===== src/logic/servo_diag_defines.svh =====
// offsets, codes, reset values and limits of the diagnostic parameter bank
`ifndef SERVO_DIAG_DEFINES_SVH
`define SERVO_DIAG_DEFINES_SVH
`define ADDR_JOG 16'h040A
`define ADDR_FORCE 16'h040C
`define ADDR_INSTAT 16'h040E
`define ADDR_KEYPAD 16'h0410
`define ADDR_OUTSTAT 16'h0412
`define ADDR_ADJ 16'h0414
`define ADDR_SPD1 16'h0416
`define ADDR_SPD2 16'h0418
`define ADDR_TRQ1 16'h041A
`define ADDR_TRQ2 16'h041A
`define JOG_MAX 16'h1388
`define JOG_CODE_POS 16'h1386
`define JOG_CODE_NEG 16'h1387
`define JOG_CODE_STOP 16'h0000
`define JOG_SPEED_RST 16'h0014
`define FORCE_RST 16'h0000
`define SDI_RST 9'h000
`define ADJ_RST 16'h0000
`define ADJ_MAX 16'h0006
`define ADJ_ALL 16'h0005
`define TRIM_RST 16'h0000
`define TRIM_MAX 16'h7FFF
`define PCTRL_RESTORE 16'h000A
`define PCTRL_ADJ 16'h0014
`define PCTRL_TRIM 16'h0016
`define FORCE_FUNC_HI 4'h3
`define NUM_DI 9
`define NUM_DO 5
`define NUM_KEYS 5
`endif


===== src/logic/servo_diag_pkg.sv =====
// types shared by the diagnostic parameter bank
`default_nettype none
package servo_diag_pkg;
  typedef enum logic [3:0] {
    SEL_NONE, SEL_JOG, SEL_FORCE, SEL_INSTAT, SEL_KEYPAD, SEL_OUTSTAT,
    SEL_ADJ, SEL_SPD1, SEL_SPD2, SEL_TRQ
  } reg_sel_t;
endpackage
`default_nettype wire


===== src/logic/param_req_if.sv =====
// decoded parameter request passed from the request stage to the bank
`timescale 1ns/1ps
`default_nettype none
interface param_req_if;
  import servo_diag_pkg::*;
  reg_sel_t sel;
  logic wr;
  logic rd;
  logic [15:0] wdata;
  modport stage (output sel, output wr, output rd, output wdata);
  modport bank (input sel, input wr, input rd, input wdata);
endinterface
`default_nettype wire


===== src/logic/param_req_stage.sv =====
// registers a parameter access and decodes its address
`timescale 1ns/1ps
`default_nettype none
`include "servo_diag_defines.svh"
module param_req_stage
  import servo_diag_pkg::*;
(
  // clock and reset
  input wire logic clk,
  input wire logic rst_n,
  // raw access
  input wire logic [15:0] addr,
  input wire logic wr_en,
  input wire logic rd_en,
  input wire logic [15:0] wdata,
  // decoded access
  param_req_if.stage req
);
  reg_sel_t next_sel;

  // odd halves of each pair decode to nothing and so read zero
  always_comb
  begin
    if (addr == `ADDR_JOG) next_sel = SEL_JOG;
    else if (addr == `ADDR_FORCE) next_sel = SEL_FORCE;
    else if (addr == `ADDR_INSTAT) next_sel = SEL_INSTAT;
    else if (addr == `ADDR_KEYPAD) next_sel = SEL_KEYPAD;
    else if (addr == `ADDR_OUTSTAT) next_sel = SEL_OUTSTAT;
    else if (addr == `ADDR_ADJ) next_sel = SEL_ADJ;
    else if (addr == `ADDR_SPD1) next_sel = SEL_SPD1;
    else if (addr == `ADDR_SPD2) next_sel = SEL_SPD2;
    else if (addr == `ADDR_TRQ1) next_sel = SEL_TRQ;
    else next_sel = SEL_NONE;
  end

  always_ff @(posedge clk or negedge rst_n)
  begin
    if (!rst_n)
    begin
      req.sel <= SEL_NONE;
      req.wr <= 1'b0;
      req.rd <= 1'b0;
      req.wdata <= 16'h0000;
    end
    else
    begin
      req.sel <= next_sel;
      req.wr <= wr_en;
      req.rd <= rd_en;
      req.wdata <= wdata;
    end
  end
endmodule
`default_nettype wire


===== src/logic/do_select.sv =====
// picks the state of one digital output
`timescale 1ns/1ps
`default_nettype none
`include "servo_diag_defines.svh"
module do_select #(
  parameter int IDX = 0
) (
  // selection inputs
  input wire logic [7:0] func_code,
  input wire logic native,
  input wire logic [15:0] forced_word,
  input wire logic force_mode,
  // result
  output logic value
);
  always_comb
  begin
    if (force_mode)
      value = forced_word[IDX];
    else if (func_code[7:4] == `FORCE_FUNC_HI)
      value = forced_word[func_code[3:0]];
    else
      value = native;
  end
endmodule
`default_nettype wire


===== src/logic/servo_diag_param_bank.sv =====
// diagnostic parameter bank of the servo drive
`timescale 1ns/1ps
`default_nettype none
`include "servo_diag_defines.svh"
module servo_diag_param_bank
  import servo_diag_pkg::*;
(
  // clock and reset
  input wire logic CLK,
  input wire logic RST_N,
  // parameter access, shared by keypad and link
  input wire logic [15:0] ADDR,
  input wire logic WR_EN,
  input wire logic RD_EN,
  input wire logic [15:0] WDATA,
  output logic [15:0] RDATA,
  output logic RVALID,
  // drive settings
  input wire logic [15:0] PARAM_CTRL,
  input wire logic [8:0] INPUT_SRC_SEL,
  input wire logic [39:0] OUT_FUNC_ASSIGN,
  input wire logic FORCE_MODE,
  // terminals and keys
  input wire logic [8:0] EXT_DI,
  input wire logic [4:0] DO_NATIVE,
  input wire logic [4:0] KEY_PRESSED,
  // jog
  output logic [15:0] JOG_SPEED,
  output logic JOG_POS,
  output logic JOG_NEG,
  // resolved inputs and outputs
  output logic [8:0] DI_FINAL,
  output logic [4:0] DO_STATE,
  // adjustment
  output logic ADJ_START,
  output logic [4:0] ADJ_RUN,
  output logic [15:0] SPEED_TRIM_ONE,
  output logic [15:0] SPEED_TRIM_TWO,
  output logic [15:0] TORQUE_TRIM_ONE,
  output logic [15:0] TORQUE_TRIM_TWO
);
  param_req_if req ();
  logic [15:0] jog_command;
  logic [15:0] forced_output_word;
  logic [8:0] software_inputs;
  logic [15:0] adjustment_selector;
  logic [8:0] next_di;
  logic [4:0] next_do;
  logic pctrl_is_restore;
  logic pctrl_was_restore;
  logic restore;
  logic wr_jog;
  logic wr_adj;
  logic trim_ok;
  reg_sel_t rd_sel;
  // ********************************
  // request stage and output select
  // ********************************
  param_req_stage u_stage (
    .clk(CLK),
    .rst_n(RST_N),
    .addr(ADDR),
    .wr_en(WR_EN),
    .rd_en(RD_EN),
    .wdata(WDATA),
    .req(req)
  );
  genvar gi;
  generate
    for (gi = 0; gi < `NUM_DO; gi++)
    begin : g_do
      do_select #(.IDX(gi)) u_sel (
        .func_code(OUT_FUNC_ASSIGN[gi*8 +: 8]),
        .native(DO_NATIVE[gi]),
        .forced_word(forced_output_word),
        .force_mode(FORCE_MODE),
        .value(next_do[gi])
      );
    end
  endgenerate
  // one request port serves both keypad and link, so they cannot differ
  assign next_di = (INPUT_SRC_SEL & software_inputs) | (~INPUT_SRC_SEL & EXT_DI);
  assign wr_jog = req.wr && (req.sel == SEL_JOG);
  assign wr_adj = req.wr && (req.sel == SEL_ADJ) && (PARAM_CTRL == `PCTRL_ADJ);
  assign trim_ok = (PARAM_CTRL == `PCTRL_TRIM) && (req.wdata <= `TRIM_MAX);
  assign restore = pctrl_is_restore && !pctrl_was_restore;
  // ********************************
  // restore-defaults detect
  // ********************************
  // acts once on entry, so a held setting does not pin registers at default
  always_ff @(posedge CLK or negedge RST_N)
  begin
    if (!RST_N)
    begin
      pctrl_is_restore <= 1'b0;
      pctrl_was_restore <= 1'b0;
    end
    else
    begin
      pctrl_is_restore <= (PARAM_CTRL == `PCTRL_RESTORE);
      pctrl_was_restore <= pctrl_is_restore;
    end
  end
  // ********************************
  // jog
  // ********************************
  // direction codes lie inside the speed range and win over it
  always_ff @(posedge CLK or negedge RST_N)
  begin
    if (!RST_N)
    begin
      jog_command <= `JOG_SPEED_RST;
      JOG_SPEED <= `JOG_SPEED_RST;
      JOG_POS <= 1'b0;
      JOG_NEG <= 1'b0;
    end
    else if (restore)
    begin
      jog_command <= `JOG_SPEED_RST;
      JOG_SPEED <= `JOG_SPEED_RST;
      JOG_POS <= 1'b0;
      JOG_NEG <= 1'b0;
    end
    else if (wr_jog && req.wdata <= `JOG_MAX)
    begin
      jog_command <= req.wdata;
      if (req.wdata == `JOG_CODE_STOP)
      begin
        JOG_POS <= 1'b0;
        JOG_NEG <= 1'b0;
      end
      else if (req.wdata == `JOG_CODE_POS)
      begin
        JOG_POS <= 1'b1;
        JOG_NEG <= 1'b0;
      end
      else if (req.wdata == `JOG_CODE_NEG)
      begin
        JOG_POS <= 1'b0;
        JOG_NEG <= 1'b1;
      end
      else
        JOG_SPEED <= req.wdata;
    end
  end
  // ********************************
  // forced outputs and software inputs
  // ********************************
  always_ff @(posedge CLK or negedge RST_N)
  begin
    if (!RST_N)
      forced_output_word <= `FORCE_RST;
    else if (restore)
      forced_output_word <= `FORCE_RST;
    else if (req.wr && req.sel == SEL_FORCE)
      forced_output_word <= req.wdata;
  end

  always_ff @(posedge CLK or negedge RST_N)
  begin
    if (!RST_N)
      software_inputs <= `SDI_RST;
    else if (restore)
      software_inputs <= `SDI_RST;
    else if (req.wr && req.sel == SEL_INSTAT)
      software_inputs <= req.wdata[8:0];
  end

  always_ff @(posedge CLK or negedge RST_N)
  begin
    if (!RST_N)
    begin
      DI_FINAL <= 9'h000;
      DO_STATE <= 5'h00;
    end
    else
    begin
      DI_FINAL <= next_di;
      DO_STATE <= next_do;
    end
  end
  // ********************************
  // adjustment selector
  // ********************************
  // out-of-range codes and writes outside setting 20 are dropped whole
  always_ff @(posedge CLK or negedge RST_N)
  begin
    if (!RST_N)
    begin
      adjustment_selector <= `ADJ_RST;
      ADJ_START <= 1'b0;
      ADJ_RUN <= 5'h00;
    end
    else if (restore)
    begin
      adjustment_selector <= `ADJ_RST;
      ADJ_START <= 1'b0;
    end
    else if (wr_adj && req.wdata <= `ADJ_MAX)
    begin
      adjustment_selector <= req.wdata;
      ADJ_START <= (req.wdata != `ADJ_RST);
      case (req.wdata[2:0])
        3'h1: ADJ_RUN <= 5'h01;
        3'h2: ADJ_RUN <= 5'h02;
        3'h3: ADJ_RUN <= 5'h04;
        3'h4: ADJ_RUN <= 5'h08;
        3'h5: ADJ_RUN <= 5'h0F;
        3'h6: ADJ_RUN <= 5'h10;
        default: ADJ_RUN <= 5'h00;
      endcase
    end
    else
      ADJ_START <= 1'b0;
  end
  // ********************************
  // drift trims
  // ********************************
  // no restore term here: defaults must never wipe factory trims
  always_ff @(posedge CLK or negedge RST_N)
  begin
    if (!RST_N)
    begin
      SPEED_TRIM_ONE <= `TRIM_RST;
      SPEED_TRIM_TWO <= `TRIM_RST;
      TORQUE_TRIM_ONE <= `TRIM_RST;
      TORQUE_TRIM_TWO <= `TRIM_RST;
    end
    else if (req.wr && trim_ok)
    begin
      if (req.sel == SEL_SPD1) SPEED_TRIM_ONE <= req.wdata;
      if (req.sel == SEL_SPD2) SPEED_TRIM_TWO <= req.wdata;
      if (req.sel == SEL_TRQ) TORQUE_TRIM_ONE <= req.wdata;
      if (req.sel == SEL_TRQ) TORQUE_TRIM_TWO <= req.wdata;
    end
  end
  // ********************************
  // read path
  // ********************************
  always_ff @(posedge CLK or negedge RST_N)
  begin
    if (!RST_N)
    begin
      RDATA <= 16'h0000;
      RVALID <= 1'b0;
      rd_sel <= SEL_NONE;
    end
    else
    begin
      RVALID <= req.rd;
      rd_sel <= req.sel;
      if (!req.rd) RDATA <= 16'h0000;
      else if (req.sel == SEL_JOG) RDATA <= jog_command;
      else if (req.sel == SEL_FORCE) RDATA <= forced_output_word;
      else if (req.sel == SEL_INSTAT) RDATA <= {7'h00, next_di};
      else if (req.sel == SEL_KEYPAD) RDATA <= {11'h000, KEY_PRESSED};
      else if (req.sel == SEL_OUTSTAT) RDATA <= {11'h000, next_do};
      else if (req.sel == SEL_ADJ) RDATA <= adjustment_selector;
      else if (req.sel == SEL_SPD1) RDATA <= SPEED_TRIM_ONE;
      else if (req.sel == SEL_SPD2) RDATA <= SPEED_TRIM_TWO;
      else if (req.sel == SEL_TRQ) RDATA <= TORQUE_TRIM_ONE;
      else RDATA <= 16'h0000;
    end
  end
endmodule
`default_nettype wire


===== config.mk =====
export PLATFORM = sky130hd
export DESIGN_NAME = servo_diag_param_bank
export DESIGN_NICKNAME = d
export VERILOG_FILES = /design/src/logic/servo_diag_pkg.sv /design/src/logic/param_req_if.sv /design/src/logic/param_req_stage.sv /design/src/logic/do_select.sv /design/src/logic/servo_diag_param_bank.sv
export VERILOG_INCLUDE_DIRS = /design/src /design/src/logic
export SDC_FILE = /design/constraint.sdc
export NUM_CORES = 1
export LEC_CHECK = 0
export BUFFER_PORTS_ARGS = -buffer_cell sky130_fd_sc_hd__clkbuf_2
export CAP_MARGIN = 25
export CORE_UTILIZATION = 48
export DETAILED_ROUTE_END_ITERATION = 10
export PLACE_DENSITY = 0.77
export SETUP_SLACK_MARGIN = 0.2
export SLEW_MARGIN = 15
export SYNTH_ARGS = -nofsm -noshare
export SYNTH_HDL_FRONTEND = slang
export SYNTH_SLANG_ARGS = --single-unit

===== constraint.sdc =====
create_clock -name CLK -period 2.9 [get_ports CLK]
set_clock_uncertainty 0.1 [all_clocks]
set_input_delay 0.29 -clock CLK [delete_from_list [all_inputs] [get_ports CLK]]
set_output_delay 0.29 -clock CLK [all_outputs]
set_load 0.02 [all_outputs]

==> impl_metrics.tcl, run 1 <==
set metrics [dict create \
    synth-main-ff-cell "dfrtp_1" \
    drt-vias-per-instance 5.945 \
    design_area_um2 11430 \
    hold_slack_ns 0.01806 \
    cts_buffer_depth 2 \
    syn-num-nets 958 \
    ys_types 59 \
    synth_top_family_by_area "multiplexers" \
    grt-ovfl-total 0 \
    dr.pass1.iters 5 \
    syn_area_um2 9051 \
    num_antenna_cells 0 \
    grt_antenna_before_repair 0 \
    start_kind "flop" \
    leakagePower_nw 5.591 \
    final_common_cell "clkbuf_2" \
    grt_pass1_wl_um 43020 \
    grt_max_degree 92 \
    synthArstFlopShare_pct 100.0 \
    vdd_drop_max_v 0.0004827 \
    p_per_area_nw_per_um2 460.2 \
    cts_sinks 184 \
    core_um2 18210 \
    cts_tree "built" \
    required_ns 3.15 \
    synthXorXnorAreaFrac_pct 0.09677 \
    clock.fmax_ghz 0.3928 \
    drive_gt1_share_pct 38.25 \
    num_rows 49 \
    synth-compound-area-share_pct 11.36 \
    final_max_slew_viol_count 0 \
    max_slew_margin_pct 50.94 \
    criticalPathCategory "reg2reg" \
    hold_class "in2reg" \
    yosysSeqAreaShare_pct 50.93 \
    cap_violations 0 \
    num_vias 7889 \
    cts.clk_slew.worst_paths_ns 0.06 \
    drc 0 \
    cts_buffers 17 \
    hold_viol 0 \
    setup_tns_ns 0 \
    yosys_register_bits 184 \
    postSynthCellCount 837 \
    setup_viol 0 \
    final_cell_mix "clkbuf_2 (238), dfrtp_1 (179), nand2_1 (78)" \
    status "finished, final reports clean" \
    portBuffers 239 \
    critPathSlowestCell "or4_4" \
    clk_latency_ns 0.44 \
    synth.avg_cell_area_um2 10.81 \
    critPathCaptureType "flop" \
    drt-initial-drc-count 698 \
    fin_ws_ns 0.3540 \
    yosys.area_share.simple_pct 15.86 \
    dieArea_um2 19410 \
    cp_max_fo 14 \
    tightest_slew_ns 0.7359 \
    yosys.area_share.adder_pct 0 \
    die_w_um 139.3 \
    dp_slack_ns 0.1184 \
    min_period_ns 2.546 \
    power.total_mw 5.259 \
    grt_usage_pct 29.16 \
    clockRootBuffer "clkbuf_16" \
    grt_pass1_vias 7758 \
    grt_util_met2_pct 47.95 \
    critPathMaxStageDelay_ns 0.56 \
    synth-edff-count 0 \
    crit_arrival_ns 2.79 \
    initial_core_util_pct 49.71 \
    drt_wl_total_um 27560 \
    nNetsFinal 1206 \
    post-route-period-util_pct 87.79 \
    top_usage_layer "met2" \
    reg2reg_slack_ns 0.35 \
    grt_use_met3_pct 5.678 \
    ys_warn_count 0 \
    rsz0062_at_grt "false" \
    die_h_um 139.3 \
    synthMuxAreaShare_pct 17.02 \
    placed_cell_area_um2 10560 \
    gp_congestion 0.9437 \
    wl_per_cell_um 20.77 \
    crit_chain "or3_4, or4_4, o22a_4, nor4_4, buf_6, mux2i_1" \
    cts.htree.levels 4 \
    ios 240 \
    postRouteAntennaNets 0 \
    post-dp-hpwl_um 19550 \
    grt_use_met1_pct 37.72 \
    area_growth_pct 26.25 \
]
==> state kept, by name, summed over array words and instances (netlist names) <==
register / cells
DO_STATE: 5
pctrl_is_restore: 1
DI_FINAL: 9
JOG_SPEED: 16
adjustment_selector: 16
u_stage.req.sel: 4
SPEED_TRIM_TWO: 16
RDATA: 16
ADJ_RUN: 5
pctrl_was_restore: 1
SPEED_TRIM_ONE: 16
ADJ_START: 1
jog_command: 16
u_stage.req.wdata: 16
u_stage.req.wr: 1
RVALID: 1
forced_output_word: 16
JOG_NEG: 1
JOG_POS: 1
TORQUE_TRIM_TWO: 16
software_inputs: 9
u_stage.req.rd: 1
==> report_power, final <==
part	switching (mW)	internal [mW]	leakage, nW
sequential	0.0203	2.59	2.49
combinational	0.202	0.151	2.82
clock	1.02	1.28	0.281
total	1.24	4.02	5.59
==> Yosys cell counts (9+ instances only) <==
library cell	n	share of area (%)
o21ai_0	48	2.7
mux2i_1	38	4.2
buf_4	16	1.3
dfrtp_1	180	50
nand2_1	78	3.2
inv_1	13	0.54
nor3_1	13	0.72
nand3_1	40	2.2
clkbuf_1	60	2.5
mux4_2	16	4.0
o211ai_1	9	0.75
mux2_2	71	8.8
and3_1	19	1.3
and2_1	12	0.83
nor2b_1	16	1.1
a221oi_1	11	1.1
a21oi_1	49	2.7
nor2_1	34	1.4
a22oi_1	9	0.75
==> routing by layer <==
metal	part of all wire [%]	routed length [um]
met1	40	11050
met2	49	13520
met3	7.8	2162
met4	3.0	826
met5	0	0
==> final cells by class <==
| cell class | instances | area [um^2] |
|---|---|---|
| Fill cell | 1482 | 6782 |
| Multi-Input combinational cell | 558 | 4065 |
| Sequential cell | 184 | 4611 |
| Clock buffer | 19 | 432.9 |
| Clock inverter | 13 | 146.4 |
| Tap cell | 229 | 286.5 |
| Timing Repair Buffer | 311 | 1837 |
| Inverter | 13 | 48.80 |
==> worst max-delay path, delay by kind of cell, from the launching register on <==
family	cells	cell delay, ns
DFF	1	0.43
and+or+nand+nor	3	1.21
buffers and inverters	1	0.21
AOI/OAI and AO/OA	1	0.29
muxes	1	0.22
==> timing repair <==
| item | 4_1_cts | 5_1_grt |
|---|---|---|
| pin swaps | 0 | 1 |
| gates cloned | 0 | 1 |
| hold buffers | 25 | 0 |
| resized for setup | 4 | 3 |
| hold endpoints to repair | 108 | 0 |
| buffers inserted | 0 | 0 |
| setup endpoints to repair | 16 | 13 |
==> per-stage QoR <==
| stage | instances | utilization (%) |
|---|---|---|
| finish | 1327 | 62.76 |
| global route | 1327 | 62.76 |
| CTS | 1326 | 62.67 |
| detailed placement | 1269 | 57.99 |
| global placement | 1269 | 57.99 |
| floorplan | 837 | - |
==> cell families after synthesis <==
kind of cell	after synthesis
compound gates	164
xor+xnor	1
buf+inv	95
flops	184
mux	125
simple gates	268
==> path summary, 6_finish.rpt <==
path / end / depth (start not counted) / startpoint
worst max-delay path: JOG_SPEED[8]$_DFFE_PN0P_ / 6 / u_stage.req.wdata[14]$_DFF_PN0_
worst min-delay path: DI_FINAL[2]$_DFF_PN0_ / 2 / EXT_DI[2]
worst max register to register: JOG_SPEED[8]$_DFFE_PN0P_ / 6 / u_stage.req.wdata[14]$_DFF_PN0_
worst min register to register: pctrl_was_restore$_DFF_PN0_ / 0 / pctrl_is_restore$_DFF_PN0_
max in group asynchronous: DO_STATE[4]$_DFF_PN0_ / 3 / RST_N
min in group asynchronous: DI_FINAL[0]$_DFF_PN0_ / 2 / RST_N
No activity file was read; power rests on OpenSTA's default activity.
==> run 2: changes to the inputs <==
--- a/config.mk
+++ b/config.mk
@@ -7,10 +7,9 @@
 export NUM_CORES = 1
 export LEC_CHECK = 0
 export BUFFER_PORTS_ARGS = -buffer_cell sky130_fd_sc_hd__clkbuf_2
-export CAP_MARGIN = 25
 export CORE_UTILIZATION = 48
 export DETAILED_ROUTE_END_ITERATION = 10
-export PLACE_DENSITY = 0.77
+export PLACE_DENSITY = 0.84
 export SETUP_SLACK_MARGIN = 0.2
 export SLEW_MARGIN = 15
 export SYNTH_ARGS = -nofsm -noshare
==> run 2 against run 1 <==
Design area decreased by 0.37%. Power decreased by 1.7%. Count of clock-buffer cells in the layout increased by 2. Register-to-register slack got worse by 0.098 ns. Worst setup slack got worse by 0.098 ns. Critical path type unchanged. Highest routed layer unchanged.
==> impl_metrics.tcl, run 2 (same netlist as run 1, synthesis figures left out) <==
set metrics [dict create \
    grt_pass1_wl_um 42080 \
    cts_tree "built" \
    p_clk_share_pct 42.7 \
    final_common_cell "clkbuf_2" \
    regArea_um2 4611 \
    postRouteAntennaNets 0 \
    grt-ovfl-total 0 \
    post_cts_buffers 0 \
    grt_pass1_vias 7600 \
    die_w_um 139.3 \
    dieArea_um2 19410 \
    fillers 1438 \
    crit_arrival_ns 2.89 \
    initial_core_util_pct 49.71 \
    hold_start "EXT_DI[1]" \
    num_antenna_cells 0 \
    pwr-share-seq_pct 50.5 \
    top_usage_layer "met2" \
    clockRootBuffer "clkbuf_16" \
    grt_util_met2_pct 47.63 \
    core_um2 18210 \
    reg2reg_slack_ns 0.26 \
    setup_viol 0 \
    drt-initial-drc-count 742 \
    post-dp-hpwl_um 19810 \
    cap_violations 0 \
    multi_input_area_um2 4059 \
    dp_slack_ns 0.1089 \
    final_cell_mix "clkbuf_2 (238), dfrtp_1 (179), nand2_1 (78)" \
    hold_class "in2reg" \
    drt_wl_total_um 27570 \
    tightest_slew_ns 0.8132 \
    post-route-util_pct 62.52 \
    grt_antenna_before_repair 0 \
    hold_slack_ns 0.01577 \
    cts.clk_slew.worst_paths_ns 0.07 \
    rsz0062_at_grt "true" \
    crit-reg2reg-launch "u_stage.req.wdata[13]$_DFF_PN0_" \
    hold_viol 0 \
    swShare_pct 23.63 \
    grt_usage_pct 28.65 \
    leakagePower_nw 5.574 \
    placed_cell_area_um2 10560 \
    post-route-period-util_pct 91.18 \
    cts_buffer_depth 2 \
    grt_max_degree 99 \
    cp_max_fo 16 \
    num_vias 7911 \
    start_kind "flop" \
    cts.htree.levels 4 \
    vdd_drop_max_v 0.0004346 \
    p_int_mw 3.950 \
    portBuffers 239 \
    drive_gt1_share_pct 38.01 \
    comb_power_share_pct 6.8 \
    clk_latency_ns 0.44 \
    required_ns 3.15 \
    area_growth_pct 25.78 \
    final_max_slew_viol_count 0 \
    grt_use_met1_pct 36.10 \
    criticalPathCategory "reg2reg" \
    max_slew_margin_pct 45.78 \
    cts_sinks 184 \
    ios 240 \
    min_period_ns 2.644 \
    dr.pass1.iters 7 \
    critPathCaptureType "flop" \
    drt-vias-per-instance 5.966 \
    nNetsFinal 1205 \
    drc 0 \
    setup_tns_ns 0 \
    design_area_um2 11380 \
    num_rows 49 \
    fin_ws_ns 0.2558 \
    p_per_area_nw_per_um2 454.2 \
    status "finished, final reports clean" \
    grt_use_met3_pct 7.467 \
    gp_congestion 0.9424 \
    power.switching_mw 1.222 \
    wl_per_cell_um 20.79 \
    cts_buffers 17 \
    startpoint "u_stage.req.wdata[13]$_DFF_PN0_" \
    die_h_um 139.3 \
    clock.fmax_ghz 0.3782 \
]
==> run 2: cell count changes in the layout (fill, tap and decap cells not counted) <==
cell       before  now
clkbuf_8        1    2
clkbuf_1        2    3
bufinv_16       2    1
inv_6           3    2
clkinv_4        1    2
nor4_1          7    8
nor4_2          1    0
clkinv_8        1    0
buf_4          44   43
==> run 2: final timing paths <==
check	end	cells after the start
max	JOG_SPEED[12]$_DFFE_PN0P_	6
min	DI_FINAL[1]$_DFF_PN0_	2
max reg2reg	JOG_SPEED[12]$_DFFE_PN0P_	6
min reg2reg	pctrl_was_restore$_DFF_PN0_	0
max in group asynchronous	jog_command[4]$_DFFE_PN1P_	3
min in group asynchronous	TORQUE_TRIM_TWO[3]$_DFFE_PN0P_	2
==> run 2: power by group through the flow <==
stage	Combinational (mW)	Sequential [mW]	Clock [mW]
2_1_floorplan	0.0980	2.67	0
3_3_place_gp	0.318	2.66	0
3_5_place_dp	0.324	2.66	0
4_1_cts	0.352	2.61	2.22
5_1_grt	0.380	2.61	2.34
6_report	0.351	2.61	2.21
==> run 2: layer usage <==
layer / up-vias / routed length [um]
li1: 3530 / -
met1: 3834 / 10640
met2: 483 / 13520
met3: 64 / 2595
met4: 0 / 809
met5: - / 0
==> run 2: what timing repair did <==
action,CTS,global route
endpoints found under the hold margin,117,0
setup endpoints to repair,15,2
gates resized for setup,3,1
hold buffers,25,0
==> run 2: final cells by class <==
type | count | share of cell area [%]
clock buffers | 21 | 3.956
clock inverters | 11 | 0.8792
inverters | 13 | 0.4286
multi-input cells | 558 | 35.65
flip-flops and latches | 184 | 40.50
well taps | 229 | 2.517
repair buffers | 310 | 16.07
==> run 2: worst max-delay path, cell delays in order (launching register included) <==
cell and delay [ns]:
dfrtp_1 0.44, or3_4 0.41, or4_4 0.55, o22a_4 0.28, nor4_4 0.29, buf_6 0.25, mux2i_1 0.24
==> run 2: through the flow <==
stage	total power, mW	std cells
final	5.171	1326
after global routing	5.327	1326
after CTS	5.185	1326
after detailed placement	2.982	1269
after global placement	2.974	1269
after floorplan	2.764	837
